**src/rtcpit_pkg.sv**
```systemverilog
// Constants, register map and field layout for the periodic tick timer block.
// Assumes a 32-bit AXI4-Lite register bus and one system clock at 25 MHz.
// Summary of operation
// - sixteen-bit match value, read and written as separate low and high bytes.
// - compare flag sets when running count becomes equal to the match value.
// - interval field bits 6:3 picks 4 to 32768 RTC cycles; 0 means none.
// - control bit 0 enables the periodic timer; zero stops periodic events.
// - busy bit high while new control settings cross into the RTC domain.
// - enable bit gates the periodic interrupt request; one lets it through.
// - periodic flag sets each time the selected interval expires.
// - writing one clears the periodic flag; writing zero leaves it unchanged.
// - run bit zero with CPU halted stops the timer and ignores events.
// - run bit one keeps the timer counting while the CPU is halted.
package rtcpit_pkg;
    // register indices; byte address is four times the index
    localparam logic [5:0] IDX_MATCH_LO = 6'h0C;
    localparam logic [5:0] IDX_MATCH_HI = 6'h0D;
    localparam logic [5:0] IDX_TICK_CONTROL = 6'h10;
    localparam logic [5:0] IDX_TICK_SYNC_STATUS = 6'h11;
    localparam logic [5:0] IDX_TICK_IRQ_ENABLE = 6'h12;
    localparam logic [5:0] IDX_TICK_IRQ_FLAGS = 6'h13;
    localparam logic [5:0] IDX_TICK_DEBUG_CONTROL = 6'h15;
    localparam int ADDR_W = 8;

    // field positions
    localparam int POS_TIMER_ON = 0;
    localparam int POS_PERIOD_LO = 3;
    localparam int POS_PERIOD_HI = 6;
    localparam int POS_TICK_IRQ = 0;
    localparam int POS_MATCH_IRQ = 1;
    localparam int POS_SYNCING = 0;
    localparam int POS_RUN_HALTED = 0;

    // reset values
    localparam logic [7:0] RST_TICK_CONTROL = 8'h00;
    localparam logic [1:0] RST_IRQ = 2'h0;
    localparam logic [15:0] RST_MATCH_VALUE = 16'h0000;

    // interval codes
    localparam logic [3:0] PERIOD_OFF = 4'h0;
    localparam logic [3:0] PERIOD_RESERVED = 4'hF;

    // settings cross into the RTC domain in two RTC clock cycles
    localparam logic [1:0] SYNC_RTC_CYCLES = 2'h2;

    localparam logic [1:0] RESP_OKAY = 2'h0;
    localparam logic [1:0] RESP_SLVERR = 2'h2;

    typedef struct packed {
        logic [3:0] period;
        logic timer_on;
    } rtcpit_cfg_t;

    typedef struct packed {
        logic match_hit;
        logic tick_hit;
    } rtcpit_irq_t;
endpackage

```
**src/rtcpit_timer.sv**
```systemverilog
// Periodic tick counter running on sampled RTC clock edges.
// Assumes rtc_edge is a one-cycle pulse per RTC clock cycle, synchronous to aclk.
`timescale 1ns/100ps
module rtcpit_timer (
    // clock, reset, enable
    input wire logic aclk,
    input wire logic aresetn,
    input wire logic ce,
    // control
    input wire logic rtc_edge,
    input wire logic freeze,
    input wire rtcpit_pkg::rtcpit_cfg_t cfg,
    // event
    output logic tick
);
    logic [14:0] count;
    logic [14:0] next_count;
    logic [15:0] span_mask;
    logic live;
    logic expire;

    assign live = cfg.timer_on && cfg.period != rtcpit_pkg::PERIOD_OFF && cfg.period != rtcpit_pkg::PERIOD_RESERVED;
    // code n spans 2^(n+1) cycles
    assign span_mask = 16'((17'h00001 << (5'(cfg.period) + 5'h01)) - 17'h00001);
    assign expire = &(count | ~span_mask[14:0]);
    assign next_count = expire ? 15'h0000 : 15'(count + 15'h0001);

    always_ff @(posedge aclk) begin
        if (!aresetn) begin
            count <= 15'h0000;
            tick <= 1'b0;
        end else if (ce) begin
            tick <= 1'b0;
            if (!live) begin
                count <= 15'h0000;
            end else if (rtc_edge && !freeze) begin
                count <= next_count;
                tick <= expire;
            end
        end
    end
endmodule // rtcpit_timer

```
**src/rtcpit_top.sv**
```systemverilog
// Periodic tick timer with match value, AXI4-Lite register slave and interrupt.
// Assumes rtc_clk, running_count and cpu_halted are synchronous to aclk.
`timescale 1ns/100ps
module rtcpit_top (
    // clock, reset, enable
    input wire logic aclk,
    input wire logic aresetn,
    input wire logic ce,
    // write address
    input wire logic [7:0] s_axi_awaddr,
    input wire logic s_axi_awvalid,
    output logic s_axi_awready,
    // write data
    input wire logic [31:0] s_axi_wdata,
    input wire logic [3:0] s_axi_wstrb,
    input wire logic s_axi_wvalid,
    output logic s_axi_wready,
    // write response
    output logic [1:0] s_axi_bresp,
    output logic s_axi_bvalid,
    input wire logic s_axi_bready,
    // read address
    input wire logic [7:0] s_axi_araddr,
    input wire logic s_axi_arvalid,
    output logic s_axi_arready,
    // read data
    output logic [31:0] s_axi_rdata,
    output logic [1:0] s_axi_rresp,
    output logic s_axi_rvalid,
    input wire logic s_axi_rready,
    // rtc side
    input wire logic rtc_clk,
    input wire logic [15:0] running_count,
    input wire logic cpu_halted,
    // interrupts
    output logic tick_irq_req,
    output logic irq
);
    // write channel holding
    logic aw_held;
    logic w_held;
    logic [5:0] aw_idx;
    logic [31:0] w_data;
    logic [3:0] w_strb;
    // registers
    rtcpit_pkg::rtcpit_cfg_t cfg_sw;
    rtcpit_pkg::rtcpit_cfg_t cfg_rtc;
    rtcpit_pkg::rtcpit_irq_t irq_enable;
    rtcpit_pkg::rtcpit_irq_t irq_flags;
    logic [15:0] match_value;
    logic run_while_halted;
    logic [1:0] sync_left;
    logic rtc_q;
    logic match_q;
    logic [1:0] flag_bits;

    wire rtc_edge = rtc_clk && !rtc_q;
    wire tick_settings_syncing = sync_left != 2'h0;
    wire freeze = cpu_halted && !run_while_halted;
    wire do_write = aw_held && w_held && !s_axi_bvalid;
    wire wr_lane0 = do_write && w_strb[0];
    // write index decode
    wire aw_mlo = aw_idx == rtcpit_pkg::IDX_MATCH_LO;
    wire aw_mhi = aw_idx == rtcpit_pkg::IDX_MATCH_HI;
    wire aw_ctrl = aw_idx == rtcpit_pkg::IDX_TICK_CONTROL;
    wire aw_stat = aw_idx == rtcpit_pkg::IDX_TICK_SYNC_STATUS;
    wire aw_ien = aw_idx == rtcpit_pkg::IDX_TICK_IRQ_ENABLE;
    wire aw_flags = aw_idx == rtcpit_pkg::IDX_TICK_IRQ_FLAGS;
    wire aw_dbg = aw_idx == rtcpit_pkg::IDX_TICK_DEBUG_CONTROL;
    wire aw_hit = aw_mlo || aw_mhi || aw_ctrl || aw_stat || aw_ien || aw_flags || aw_dbg;
    wire wr_ctrl = wr_lane0 && aw_ctrl;
    wire wr_ien = wr_lane0 && aw_ien;
    wire wr_flags = wr_lane0 && aw_flags;
    wire wr_dbg = wr_lane0 && aw_dbg;
    wire wr_mlo = wr_lane0 && aw_mlo;
    wire wr_mhi = wr_lane0 && aw_mhi;
    wire [5:0] ar_idx = s_axi_araddr[7:2];
    wire take_ar = s_axi_arvalid && s_axi_arready && ce;
    wire tick;
    wire match_now = running_count == match_value;
    wire match_rise = match_now && !match_q && !freeze;
    wire [1:0] clear_mask = wr_flags ? w_data[1:0] : 2'h0;
    wire [1:0] set_mask = {match_rise, tick};
    wire [1:0] next_flags = (flag_bits & ~clear_mask) | set_mask;
    wire [7:0] ctrl_byte = {1'b0, cfg_sw.period, 2'b00, cfg_sw.timer_on};
    wire apply_cfg = ce && !wr_ctrl && tick_settings_syncing && rtc_edge && sync_left == 2'h1;

    // read decode
    logic [7:0] rd_byte;
    logic rd_hit;
    always_comb begin
        rd_byte = 8'h00;
        rd_hit = 1'b1;
        case (ar_idx)
            rtcpit_pkg::IDX_MATCH_LO: rd_byte = match_value[7:0];
            rtcpit_pkg::IDX_MATCH_HI: rd_byte = match_value[15:8];
            rtcpit_pkg::IDX_TICK_CONTROL: rd_byte = ctrl_byte;
            rtcpit_pkg::IDX_TICK_SYNC_STATUS: rd_byte = {7'h00, tick_settings_syncing};
            rtcpit_pkg::IDX_TICK_IRQ_ENABLE: rd_byte = {6'h00, irq_enable};
            rtcpit_pkg::IDX_TICK_IRQ_FLAGS: rd_byte = {6'h00, irq_flags};
            rtcpit_pkg::IDX_TICK_DEBUG_CONTROL: rd_byte = {7'h00, run_while_halted};
            default: rd_hit = 1'b0;
        endcase
    end

    // readies drop while ce is low so no beat is lost
    assign s_axi_awready = !aw_held && ce;
    assign s_axi_wready = !w_held && ce;
    assign s_axi_arready = !s_axi_rvalid && ce;

    // write address capture
    always_ff @(posedge aclk) begin
        if (!aresetn) begin
            aw_held <= 1'b0;
            aw_idx <= 6'h00;
        end else if (ce) begin
            if (s_axi_awvalid && s_axi_awready) begin
                aw_held <= 1'b1;
                aw_idx <= s_axi_awaddr[7:2];
            end else if (do_write) begin
                aw_held <= 1'b0;
            end
        end
    end

    // write data capture
    always_ff @(posedge aclk) begin
        if (!aresetn) begin
            w_held <= 1'b0;
            w_data <= 32'h00000000;
            w_strb <= 4'h0;
        end else if (ce) begin
            if (s_axi_wvalid && s_axi_wready) begin
                w_held <= 1'b1;
                w_data <= s_axi_wdata;
                w_strb <= s_axi_wstrb;
            end else if (do_write) begin
                w_held <= 1'b0;
            end
        end
    end

    // write response valid
    always_ff @(posedge aclk) begin
        if (!aresetn) begin
            s_axi_bvalid <= 1'b0;
        end else if (ce) begin
            if (do_write) begin
                s_axi_bvalid <= 1'b1;
            end else if (s_axi_bready) begin
                s_axi_bvalid <= 1'b0;
            end
        end
    end

    // write response code, unmapped index refused
    always_ff @(posedge aclk) begin
        if (!aresetn) begin
            s_axi_bresp <= rtcpit_pkg::RESP_OKAY;
        end else if (ce && do_write) begin
            s_axi_bresp <= aw_hit ? rtcpit_pkg::RESP_OKAY : rtcpit_pkg::RESP_SLVERR;
        end
    end

    // read response valid
    always_ff @(posedge aclk) begin
        if (!aresetn) begin
            s_axi_rvalid <= 1'b0;
        end else if (ce) begin
            if (take_ar) begin
                s_axi_rvalid <= 1'b1;
            end else if (s_axi_rready) begin
                s_axi_rvalid <= 1'b0;
            end
        end
    end

    // read data and code, held until taken
    always_ff @(posedge aclk) begin
        if (!aresetn) begin
            s_axi_rdata <= 32'h00000000;
            s_axi_rresp <= rtcpit_pkg::RESP_OKAY;
        end else if (take_ar) begin
            s_axi_rdata <= {24'h000000, rd_byte};
            s_axi_rresp <= rd_hit ? rtcpit_pkg::RESP_OKAY : rtcpit_pkg::RESP_SLVERR;
        end
    end

    always_ff @(posedge aclk) begin
        if (!aresetn) begin
            cfg_sw <= rtcpit_pkg::rtcpit_cfg_t'(5'h00);
        end else if (ce && wr_ctrl) begin
            cfg_sw.period <= w_data[rtcpit_pkg::POS_PERIOD_HI:rtcpit_pkg::POS_PERIOD_LO];
            cfg_sw.timer_on <= w_data[rtcpit_pkg::POS_TIMER_ON];
        end
    end

    always_ff @(posedge aclk) begin
        if (!aresetn) begin
            irq_enable <= rtcpit_pkg::RST_IRQ;
        end else if (ce && wr_ien) begin
            irq_enable <= w_data[1:0];
        end
    end

    always_ff @(posedge aclk) begin
        if (!aresetn) begin
            run_while_halted <= 1'b0;
        end else if (ce && wr_dbg) begin
            run_while_halted <= w_data[rtcpit_pkg::POS_RUN_HALTED];
        end
    end

    always_ff @(posedge aclk) begin
        if (!aresetn) begin
            match_value[7:0] <= rtcpit_pkg::RST_MATCH_VALUE[7:0];
        end else if (ce && wr_mlo) begin
            match_value[7:0] <= w_data[7:0];
        end
    end

    always_ff @(posedge aclk) begin
        if (!aresetn) begin
            match_value[15:8] <= rtcpit_pkg::RST_MATCH_VALUE[15:8];
        end else if (ce && wr_mhi) begin
            match_value[15:8] <= w_data[7:0];
        end
    end

    // rtc clock sample for edge detect
    always_ff @(posedge aclk) begin
        if (!aresetn) begin
            rtc_q <= 1'b0;
        end else if (ce) begin
            rtc_q <= rtc_clk;
        end
    end

    always_ff @(posedge aclk) begin
        if (!aresetn) begin
            sync_left <= 2'h0;
        end else if (ce) begin
            if (wr_ctrl) begin
                sync_left <= rtcpit_pkg::SYNC_RTC_CYCLES;
            end else if (tick_settings_syncing && rtc_edge) begin
                sync_left <= 2'(sync_left - 2'h1);
            end
        end
    end

    // settings reach the rtc domain copy
    always_ff @(posedge aclk) begin
        if (!aresetn) begin
            cfg_rtc <= rtcpit_pkg::rtcpit_cfg_t'(5'h00);
        end else if (apply_cfg) begin
            cfg_rtc <= cfg_sw;
        end
    end

    // compare level sample for start detect
    always_ff @(posedge aclk) begin
        if (!aresetn) begin
            match_q <= 1'b0;
        end else if (ce) begin
            match_q <= match_now;
        end
    end

    for (genvar b = 0; b < 2; b++) begin : g_flag
        always_ff @(posedge aclk) begin
            if (!aresetn) begin
                flag_bits[b] <= rtcpit_pkg::RST_IRQ[b];
            end else if (ce) begin
                flag_bits[b] <= next_flags[b];
            end
        end
    end
    assign irq_flags = flag_bits;

    rtcpit_timer u_timer (
        .aclk(aclk),
        .aresetn(aresetn),
        .ce(ce),
        .rtc_edge(rtc_edge),
        .freeze(freeze),
        .cfg(cfg_rtc),
        .tick(tick)
    );

    assign tick_irq_req = irq_flags.tick_hit && irq_enable.tick_hit;
    assign irq = |(irq_flags & irq_enable);
endmodule // rtcpit_top

```
**config.mk**
```make
export PLATFORM = sky130hd
export DESIGN_NAME = rtcpit_top
export DESIGN_NICKNAME = d
export VERILOG_FILES = /design/src/rtcpit_pkg.sv /design/src/rtcpit_timer.sv /design/src/rtcpit_top.sv
export SDC_FILE = /design/constraint.sdc
export NUM_CORES = 1
export LEC_CHECK = 0
export ABC_AREA = 1
export BUFFER_PORTS_ARGS = -buffer_cell sky130_fd_sc_hd__buf_4
export CORE_MARGIN = 4
export CORE_UTILIZATION = 53
export DETAILED_ROUTE_END_ITERATION = 6
export GPL_TIMING_DRIVEN = 1
export PLACE_DENSITY = 0.89
export SLEW_MARGIN = 20
export SYNTH_ARGS = -nofsm -noshare
export SYNTH_HDL_FRONTEND = slang
export SYNTH_SLANG_ARGS = --single-unit
```
**constraint.sdc**
```tcl
create_clock -name aclk -period 2.3 [get_ports aclk]
set_clock_uncertainty 0.2 [all_clocks]
set_input_delay 0.23 -clock aclk [delete_from_list [all_inputs] [get_ports aclk]]
set_output_delay 0.23 -clock aclk [all_outputs]
set_load 0.05 [all_outputs]
```
-- Word-level counts from Yosys, hierarchy flattened
Cells that the tools add are included.
- register bits: 82
- bits of input ports: 78
- output and inout bits: 43
- word-level logic and storage cells: 142
- add/subtract/negate cells: 4
- eq/ne operators: 18
- shifts and indexed selects: 1
- mux-type cells: 19
- bitwise logic cells: 6
- reductions and logical operators: 68
- operators with widths (operator ; number):
    == test 6 x 5 -> 1 bit (second input constant) ; 10
    case mux 8 bit (7 select lines) ; 1
    two-way mux 15 bit ; 3
    logical AND 1 bit ; 35
    == test 6 x 4 -> 1 bit (second input constant) ; 4
    == test 16 bit ; 1
    AND reduction 2 bit ; 8
    adder 15 x 1 -> 15 bit (second input constant) ; 1
    NOT 15 bit ; 1
    OR 15 bit ; 1
    AND reduction 15 bit ; 1
    left shift 1 x 5 -> 15 bit (first input constant) ; 1
    subtractor 15 x 1 -> 15 bit (second input constant) ; 1
    nonzero test 2 bit ; 6
    two-way mux 1 bit ; 10
    two-way mux 2 bit ; 5
    logical NOT 1 bit ; 9
    OR reduction 7 bit ; 1
    logical OR 1 bit ; 6
    adder 4 x 1 -> 5 bit (second input constant) ; 1
    bitwise AND 2 bit ; 2
    inequality test 4 bit (second input constant) ; 1
    nonzero test 4 bit ; 1
    == test 2 x 1 -> 1 bit (second input constant) ; 1
    5 further kinds ; 5

-- Longest topological paths before layout
Gate-level depths: netlist of run 1.
- depth in word-level cells: 9
- gate-level depth with buffers: 17
- gate-level depth less buffers: 16

-- Cells and area by module
From an unflattened synthesis of run 1, not the netlist that was laid out.
- cell total of the unflattened synthesis: 670
- area, all modules: 4506.8 sq um
- modules (own cells, without submodules) (module ; instances ; cells an instance ; area an instance (sq um) ; sequential area each (sq um)):
    rtcpit_top ; 1 ; 443 ; 3166.8 ; 1281.2
    rtcpit_timer ; 1 ; 227 ; 1340.0 ; 320.3

-- Least setup slack after synthesis of run 1
OpenSTA, ideal clock, no wires.
- kind: input to register
- start point: input port ce
- end point: register s_axi_rdata[0]
- setup time: 0.071 ns
- data arrival time: 2.070 ns
- data required time: 2.029 ns
- setup slack: -0.040 ns
- stages on the path: 8
- buffers on the path: 2
- cell sequence: buf_2 -> inv_2 -> buf_2 -> nor2_1 -> nand2_1 -> clkinv_1 -> o21ai_0 -> a21oi_1
- word-level cells in the longest chain between the ends: 3
- RTL lines (what ; line ; source):
    from (decl) ; rtcpit_top.sv:8 ; input wire logic ce,
    logical AND 1 bit ; rtcpit_top.sv:109 ; assign s_axi_arready = !s_axi_rvalid && ce;
    named net s_axi_arready ; rtcpit_top.sv:25 ; output logic s_axi_arready,
    logical AND 1 bit (2 in series) ; rtcpit_top.sv:78 ; wire take_ar = s_axi_arvalid && s_axi_arready && ce;
    to (signal assigned) ; rtcpit_top.sv:184 ; s_axi_rdata <= {24'h000000, rd_byte};
    to (decl) ; rtcpit_top.sv:27 ; output logic [31:0] s_axi_rdata,
The timed path passes the listed nets, and every way through them passes these cells.
A chain may end at the register's enable or synchronous reset.

-- Final worst setup path of run 1
- start point: register cfg_rtc[4] in the netlist's numbering
- end point: register u_timer.count[13]
- word-level cells in the longest chain between the ends: 9
- elaborated cells on any way between the ends: 15
- classes of those cells: 2 x add/sub; 2 x eq/ne; 1 x shift; 3 x mux; 2 x bitwise; 5 x reduce/logical
- RTL lines (what ; line ; source):
    from (decl) ; rtcpit_top.sv:47 ; rtcpit_pkg::rtcpit_cfg_t cfg_rtc;
    from (signal assigned) ; rtcpit_top.sv:254 ; cfg_rtc <= rtcpit_pkg::rtcpit_cfg_t'(5'h00);
    from (signal assigned) ; rtcpit_top.sv:256 ; cfg_rtc <= cfg_sw;
    adder 4 x 1 -> 5 bit ; rtcpit_timer.sv:24 ; assign span_mask = 16'((17'h00001 << (5'(cfg.period) + 5'h01)) - 17'h00001);
    left shift 1 x 5 -> 15 bit ; rtcpit_timer.sv:24 ;
    subtractor 15 x 1 -> 15 bit ; rtcpit_timer.sv:24 ;
    NOT 15 bit ; rtcpit_timer.sv:25 ; assign expire = &(count | ~span_mask[14:0]);
    OR 15 bit ; rtcpit_timer.sv:25 ;
    AND reduction 15 bit ; rtcpit_timer.sv:25 ;
    two-way mux 15 bit ; rtcpit_timer.sv:26 ; assign next_count = expire ? 15'h0000 : 15'(count + 15'h0001);
    two-way mux 15 bit ; rtcpit_timer.sv:36 ; end else if (rtc_edge && !freeze) begin
    two-way mux 15 bit ; rtcpit_timer.sv:34 ; if (!live) begin
    to (signal assigned) ; rtcpit_timer.sv:37 ; count <= next_count;
    to (decl) ; rtcpit_timer.sv:16 ; logic [14:0] count;
Several ways; a longest one is shown, not always the timed one. The select of a mux whose other input is x is not followed.

==> summary.txt, run 1 <==
Global routing
  • Total global routing overflow: 0
  • Tot GR Track Use: 23.3%
  • First-pass GRT wire length: 18800 um
  • Vias in the first global route: ~4.2k
  • Initial antenna violation count: 0
  • Largest net degree at the start of global routing: just over 40

Clock tree
  • Sink Count: 80
  • CTS tree: done
  • Clock latency on the worst-skew pair: 0.37 ns
  • Clock buffer depth: 2
  • H-tree depth: 3
  • Clk pin slew, worst setup/hold paths: roughly 0.10 ns
  • CTS buffer count: 9
  • Clock root cell: clkbuf_8

STA
  • RSZ-0062 raised after global routing: true
  • Worst Tran Pin Value: approximately 0.56 ns
  • Fmax: ~450 MHz
  • Setup TNS: 0 ns
  • Tcrit/Tclk final: between 90% and 100%
  • Final worst setup slack: 0.0577 ns
  • Final hold vios: 0
  • Relative slew slack: 62.3%
  • Max Slew Vio Count: 0
  • Final Setup Violations: 0
  • Min Tclk post-route: 2.24 ns

Worst setup path
  • Crit path DAT: ~2.3 ns
  • Critical-path cell with the highest stage delay: dfxtp_4
  • Critical path, cell by cell: inv_4 > nand2_4 > nor2_4 > inv_2 > ha_4 > nor2_4 > nor2_2 > nand2_1 > nor2_2 > nand4_2 > nor2_2 > nand3_2 > clkbuf_16 > nand2_4 > a21oi_2
  • WS Path Type: reg2reg
  • CP Launch Type: register
  • CP max stage delay: 0.38 ns
  • Most common cell on crit path: nor2_2
  • CP Max Fanout: 7
  • Worst path required time: between 2 and 2.5 ns
  • CP endpoint kind: register

Floorplan
  • Core Area: around 7800 um2
  • Full die area: 9740 um2
  • Initial Util: 55.5%
  • Chip height: 98.7 um
  • I/O pin total: around 120
  • FP Rows: 32
  • Die W: about 100 um

Synthesis
  • Post-synth EDFFs: 0
  • Seq cells post-synth: 80
  • Cells after synthesis: between 600 and 700
  • Mean Syn Cell Area: between 7 and 8 um2
  • Count of yosys warnings during synthesis: 0
  • Main synth FF type: dfxtp_1
  • Fraction of registers with async set/reset: 0%
  • Sequential share of the synthesized area: 36.7%
  • Unique masters post-synth: about 40
  • Mapped Area: around 4400 um2

Hold path
  • Hold Path Class: in2reg

Routing
  • DRC viols: 0
  • First-pass iteration count of the detailed router: 5
  • DR vias: 4473
  • Drt initial violations: 290
  • Final wirelength: 12000 um
  • Avg Vias per Cell: between 5 and 6
  • Avg WL per Cell: 14.6 um
  • DRT antenna net count: 0

Layout
  • Commonest non-fill, non-tap cell in the layout: nand2_1
  • Share of layout cells above drive strength 1: ~23%
  • Fin nets: between 700 and 800
  • Ant. Diodes: 0
  • Commonest cells after routing, fill and taps aside: nand2_1 (121), dfxtp_1 (79), buf_4 (77), a21oi_1 (62), inv_1 (55)
  • P&R area growth vs syn: 25.5%

Placed design
  • PortBufs: 63
  • GP Congestion: 0.884
  • Pre-CTS setup slack: 0.0148 ns
  • DP HPWL: 8200 um

Power and ir drop
  • Pwr/cell area: around 530 nW/um2
  • Power, Total: between 2 and 3 mW
  • Max IR drop VDD: between 0.3 and 0.4 mV
  • Total leakage power: 2.12 nW

Outcome
  • Outcome: finished clean

Flow run
  • Max_cap viols: 0
-- critical path: cells and delay by family, from the launching register on --
family	cells	cell delay, ns
AND/OR/NAND/NOR	10	0.89
flip-flops	1	0.38
buffers and inverters	3	0.34
adder cells (fa/ha/maj)	1	0.27
AO/OA/AOI/OAI	1	0.04
-- cells in the mapped netlist, drive strengths merged, types with 3 or more instances --
cell	n	area, um2
dfxtp	80	1600
nand3	22	120
xor2	5	43.8
inv	65	244
a21oi	75	413
nand4	13	87.6
a211oi	8	60.1
nand3b	3	22.5
o21ai	52	260
nor2	69	304
xnor2	14	123
nor3	13	65.1
clkbuf	9	43.8
ha	4	50.1
buf	33	244
nand2	140	568
-- logic make-up (layout without fill, tap and decap cells) --
group	Yosys count	count (layout)	share of synthesized area [%]
compound gates	144	144	18.4
buf+inv	109	182	12.4
xor+xnor	19	19	3.82
fa+ha+maj	4	4	1.15
other cells	2	27	0.172
simple gates	264	264	27.4
flops	80	80	36.7
-- area by class of cell --
class / instances / area, um2
clock inverter: 7 / 81.3
multi-input combinational: 458 / 2450
clock buffer: 9 / 124
tap: 102 / 128
sequential: 80 / 1610
fill: 623 / 2380
inverter: 67 / 256
timing repair buffer: 99 / 823
-- per-stage QoR --
stage | hold WS [ns] | area, um2 | std cells | util, %
floorplan | 0.198 | 4460 | 647 | -
detailed placement | 0.247 | 4850 | 779 | 61.8
global route | 0.0967 | 5470 | 822 | 69.7
finish | 0.0760 | 5470 | 822 | 69.7
global placement | 0.241 | 4850 | 779 | 61.8
CTS | 0.0756 | 5260 | 815 | 67.0
-- sequential cells by signal, summed over array words and instances, names as in the netlist, 2 cells and up --
| signal | flops |
|---|---|
| aw_idx | 6 |
| flag_bits | 2 |
| match_value | 16 |
| s_axi_rdata | 8 |
| sync_left | 2 |
| irq_enable | 2 |
| u_timer.count | 15 |
| cfg_sw | 5 |
| w_data | 8 |
| cfg_rtc | 5 |
-- layer usage --
| layer | up-vias | share of wire [%] | track usage, % |
|---|---|---|---|
| li1 | 2165 | - | - |
| met1 | 2086 | 38 | 26.4 |
| met2 | 190 | 52 | 43.2 |
| met3 | 32 | 6.8 | 3.61 |
| met4 | 0 | 2.9 | 9.45 |
| met5 | - | 0 | 0 |
-- power breakdown --
group | internal, mW | total, mW | switching [mW] | leakage, nW
registers | 1.41 | 1.42 | 0.0137 | 0.649
clock network | 0.521 | 1.11 | 0.593 | 0.102
logic | 0.121 | 0.377 | 0.256 | 1.37
total | 2.05 | 2.91 | 0.863 | 2.12
-- worst paths after layout --
kind	from	to	slack, ns	cells past startpoint
setup / recovery	cfg_rtc[4]	u_timer.count[13]	0.06	15
hold / removal	aresetn	cfg_rtc[4]	0.08	3
setup reg to reg	cfg_rtc[4]	u_timer.count[13]	0.06	15
hold reg to reg	cfg_rtc[0]	cfg_rtc[0]	0.26	2
-- timing repair --
action	4_1_cts	5_1_grt
gates cloned	0	1
resized for setup	1	39
hold buffers	20	0
endpoints found under the setup margin	7	35
endpoints found under the hold margin	20	0
buffers inserted	0	6
pin swaps	0	12
No activity file was read; power rests on OpenSTA's default activity.
==> run 2, diff against run 1 <==
--- a/config.mk
+++ b/config.mk
@@ -7,11 +7,13 @@
 export LEC_CHECK = 0
 export ABC_AREA = 1
 export BUFFER_PORTS_ARGS = -buffer_cell sky130_fd_sc_hd__buf_4
+export CORE_ASPECT_RATIO = 0.75
 export CORE_MARGIN = 4
-export CORE_UTILIZATION = 53
+export CORE_UTILIZATION = 48
+export CTS_BUF_LIST = sky130_fd_sc_hd__clkbuf_16
 export DETAILED_ROUTE_END_ITERATION = 6
 export GPL_TIMING_DRIVEN = 1
-export PLACE_DENSITY = 0.89
+export PLACE_DENSITY = 0.85
 export SLEW_MARGIN = 20
 export SYNTH_ARGS = -nofsm -noshare
 export SYNTH_HDL_FRONTEND = slang
==> constraint.sdc (replaced) <==
create_clock -name aclk -period 1.9 [get_ports aclk]
set_clock_uncertainty 0.2 [all_clocks]
set_input_delay 0.19 -clock aclk [delete_from_list [all_inputs] [get_ports aclk]]
set_output_delay 0.19 -clock aclk [all_outputs]
set_load 0.05 [all_outputs]
==> run 2 against run 1 <==
Compared with the run above:
- the flow now finishes with violations (setup timing)
- final area grew 10%
- worst hold slack lost 0.046 ns
- sequential share of layout area shrank 2.6 points
- clock power grew 67%
- first-iteration DRC count grew to 2.7 times the previous value
- via count grew 15%
- global-route usage grew 2.2 points
- highest routed layer unchanged
==> summary.txt, run 2 (synthesized netlist as in run 1, its figures left out) <==
STA
  • Max Slew Vio Count: 0
  • Min Tclk post-route: 2.25 ns
  • Fmax: 445 MHz
  • Setup TNS: -5.57 ns
  • RSZ-0062 raised after global routing: true
  • Final hold vios: 0
  • Final Setup Violations: 24
  • Tcrit/Tclk final: 118%
  • Final worst setup slack: -0.345 ns

Global routing
  • Vias in the first global route: ~4.8k
  • Largest net degree at the start of global routing: 42
  • Initial antenna violation count: 0
  • Total global routing overflow: 0
  • First-pass GRT wire length: 22400 um
  • Tot GR Track Use: 25.4%

Routing
  • DRC viols: 0
  • Met2 WL: slightly above 7000 um
  • Routed met3 length: roughly 2100 um
  • DR vias: roughly 5.2k
  • First-pass iteration count of the detailed router: 6
  • Metal-1 WL: 5770 um
  • Drt initial violations: 785
  • Final wirelength: about 16000 um
  • Avg WL per Cell: 18.1 um
  • Top layer in use: met4
  • Avg Vias per Cell: between 5 and 6
  • DRT antenna net count: 0

Flow run
  • Max_cap viols: 0

Clock tree
  • H-tree depth: 3
  • Clock latency on the worst-skew pair: between 0.3 and 0.4 ns
  • Clock root cell: clkbuf_16
  • CTS buffer count: 9
  • Sink Count: 80
  • Clk pin slew, worst setup/hold paths: 0.07 ns
  • Clock buffer depth: 2
  • CTS tree: done

Power and ir drop
  • Power, Total: a little over 4 mW
  • Total leakage power: 2.42 nW
  • Pwr/cell area: between 600 and 700 nW/um2
  • Max IR drop VDD: approximately 0.37 mV

Floorplan
  • Initial Util: between 50% and 60%
  • FP Rows: 29
  • Chip height: roughly 91 um
  • I/O pin total: 121
  • Die W: around 120 um
  • Full die area: 10700 um2
  • Core Area: 8640 um2

Placed design
  • Post-Place Cells: a little over 800
  • DP HPWL: roughly 9000 um
  • Pre-CTS setup slack: -0.285 ns
  • GP Congestion: approximately 0.95
  • PortBufs: 63

Outcome
  • Outcome: finished, violations left
  • Failing checks: setup timing

Worst setup path
  • CP Max Fanout: 7
  • Worst path required time: 1.93 ns
  • Crit path DAT: between 2 and 2.5 ns
  • CP endpoint kind: register
  • CP Launch Type: register
  • WS Path Type: reg2reg

Layout
  • Ant. Diodes: 0
  • Largest registers: match_value: 16 flops, u_timer.count: 15 flops
  • P&R area growth vs syn: 38.2%
  • Largest register FFs: 16
  • Fin nets: roughly 840
  • Commonest cells after routing, fill and taps aside: buf_4 (121), nand2_1 (118), dfxtp_1 (75), a21oi_1 (62), inv_1 (54)
  • Largest Register: match_value
  • Final Non-Filler Cells: between 800 and 900
  • Share of layout cells above drive strength 1: approximately 29%
  • Commonest non-fill, non-tap cell in the layout: buf_4
  • Core Util, Final: 69.8%
  • Fill cells: 568

Hold path
  • Hold Path Class: in2reg
run 2: worst max-delay path, cell delays in order, from the launching register on:
cell and delay (ns):
dfxtp_4 0.35, inv_4 0.06, nand2_4 0.05, nor2_4 0.12, inv_2 0.05, ha_4 0.27
nor2_4 0.04, nor2_2 0.10, nand2_1 0.08, nor2_2 0.12, nand4_2 0.13, nor2_4 0.15
nand3_4 0.14, buf_16 0.18, nand2_4 0.06, a21oi_2 0.05
run 2: timing repair:
item | 4_1_cts | 5_1_grt
resized for setup | 21 | 35
pin swaps | 8 | 12
buffers inserted | 6 | 4
cloned | 1 | 0
endpoints found under the hold margin | 20 | 1
hold buffers | 20 | 1
endpoints found under the setup margin | 22 | 68
run 2: final cells by class:
type	instances	area (um2)	share of cell area, %
Multi-Input combinational cell	458	2510	41.7
Timing Repair Buffer	145	1200	19.9
Tap cell	108	135	2.24
Clock inverter	7	85.1	1.41
Clock buffer	9	225	3.74
Inverter	67	259	4.30
Sequential cell	80	1610	26.7
run 2: where the power goes:
group / internal, mW / switching [mW] / total (mW) / leakage [nW]
combinational: 0.164 / 0.334 / 0.499 / 1.62
clock: 1.05 / 0.802 / 1.85 / 0.146
sequential: 1.71 / 0.0210 / 1.73 / 0.651
total: 2.92 / 1.16 / 4.07 / 2.42
run 2: through the flow:
stage | area (um2) | hold slack (ns)
6_report | 6020 | 0.0302
5_1_grt | 6020 | 0.0317
4_1_cts | 5870 | 0.0613
3_5_place_dp | 5220 | 0.245
3_3_place_gp | 5220 | 0.242
2_1_floorplan | 4470 | 0.158
run 2: final timing paths:
check                                 from           endpoint  slack [ns]  cells after the start
worst min register to register       rtc_q              rtc_q        0.26                      2
worst max register to register  cfg_rtc[3]  u_timer.count[10]       -0.35                     15
worst min-delay path                    ce            match_q        0.03                      3
worst max-delay path            cfg_rtc[3]  u_timer.count[10]       -0.35                     15
run 2: metal layers:
metal | up-vias | GRT usage (%)
met2 | 464 | 41.4
met3 | 125 | 9.08
met4 | 0 | 9.46
met5 | - | 0
met1 | 2312 | 31.0
li1 | 2264 | -
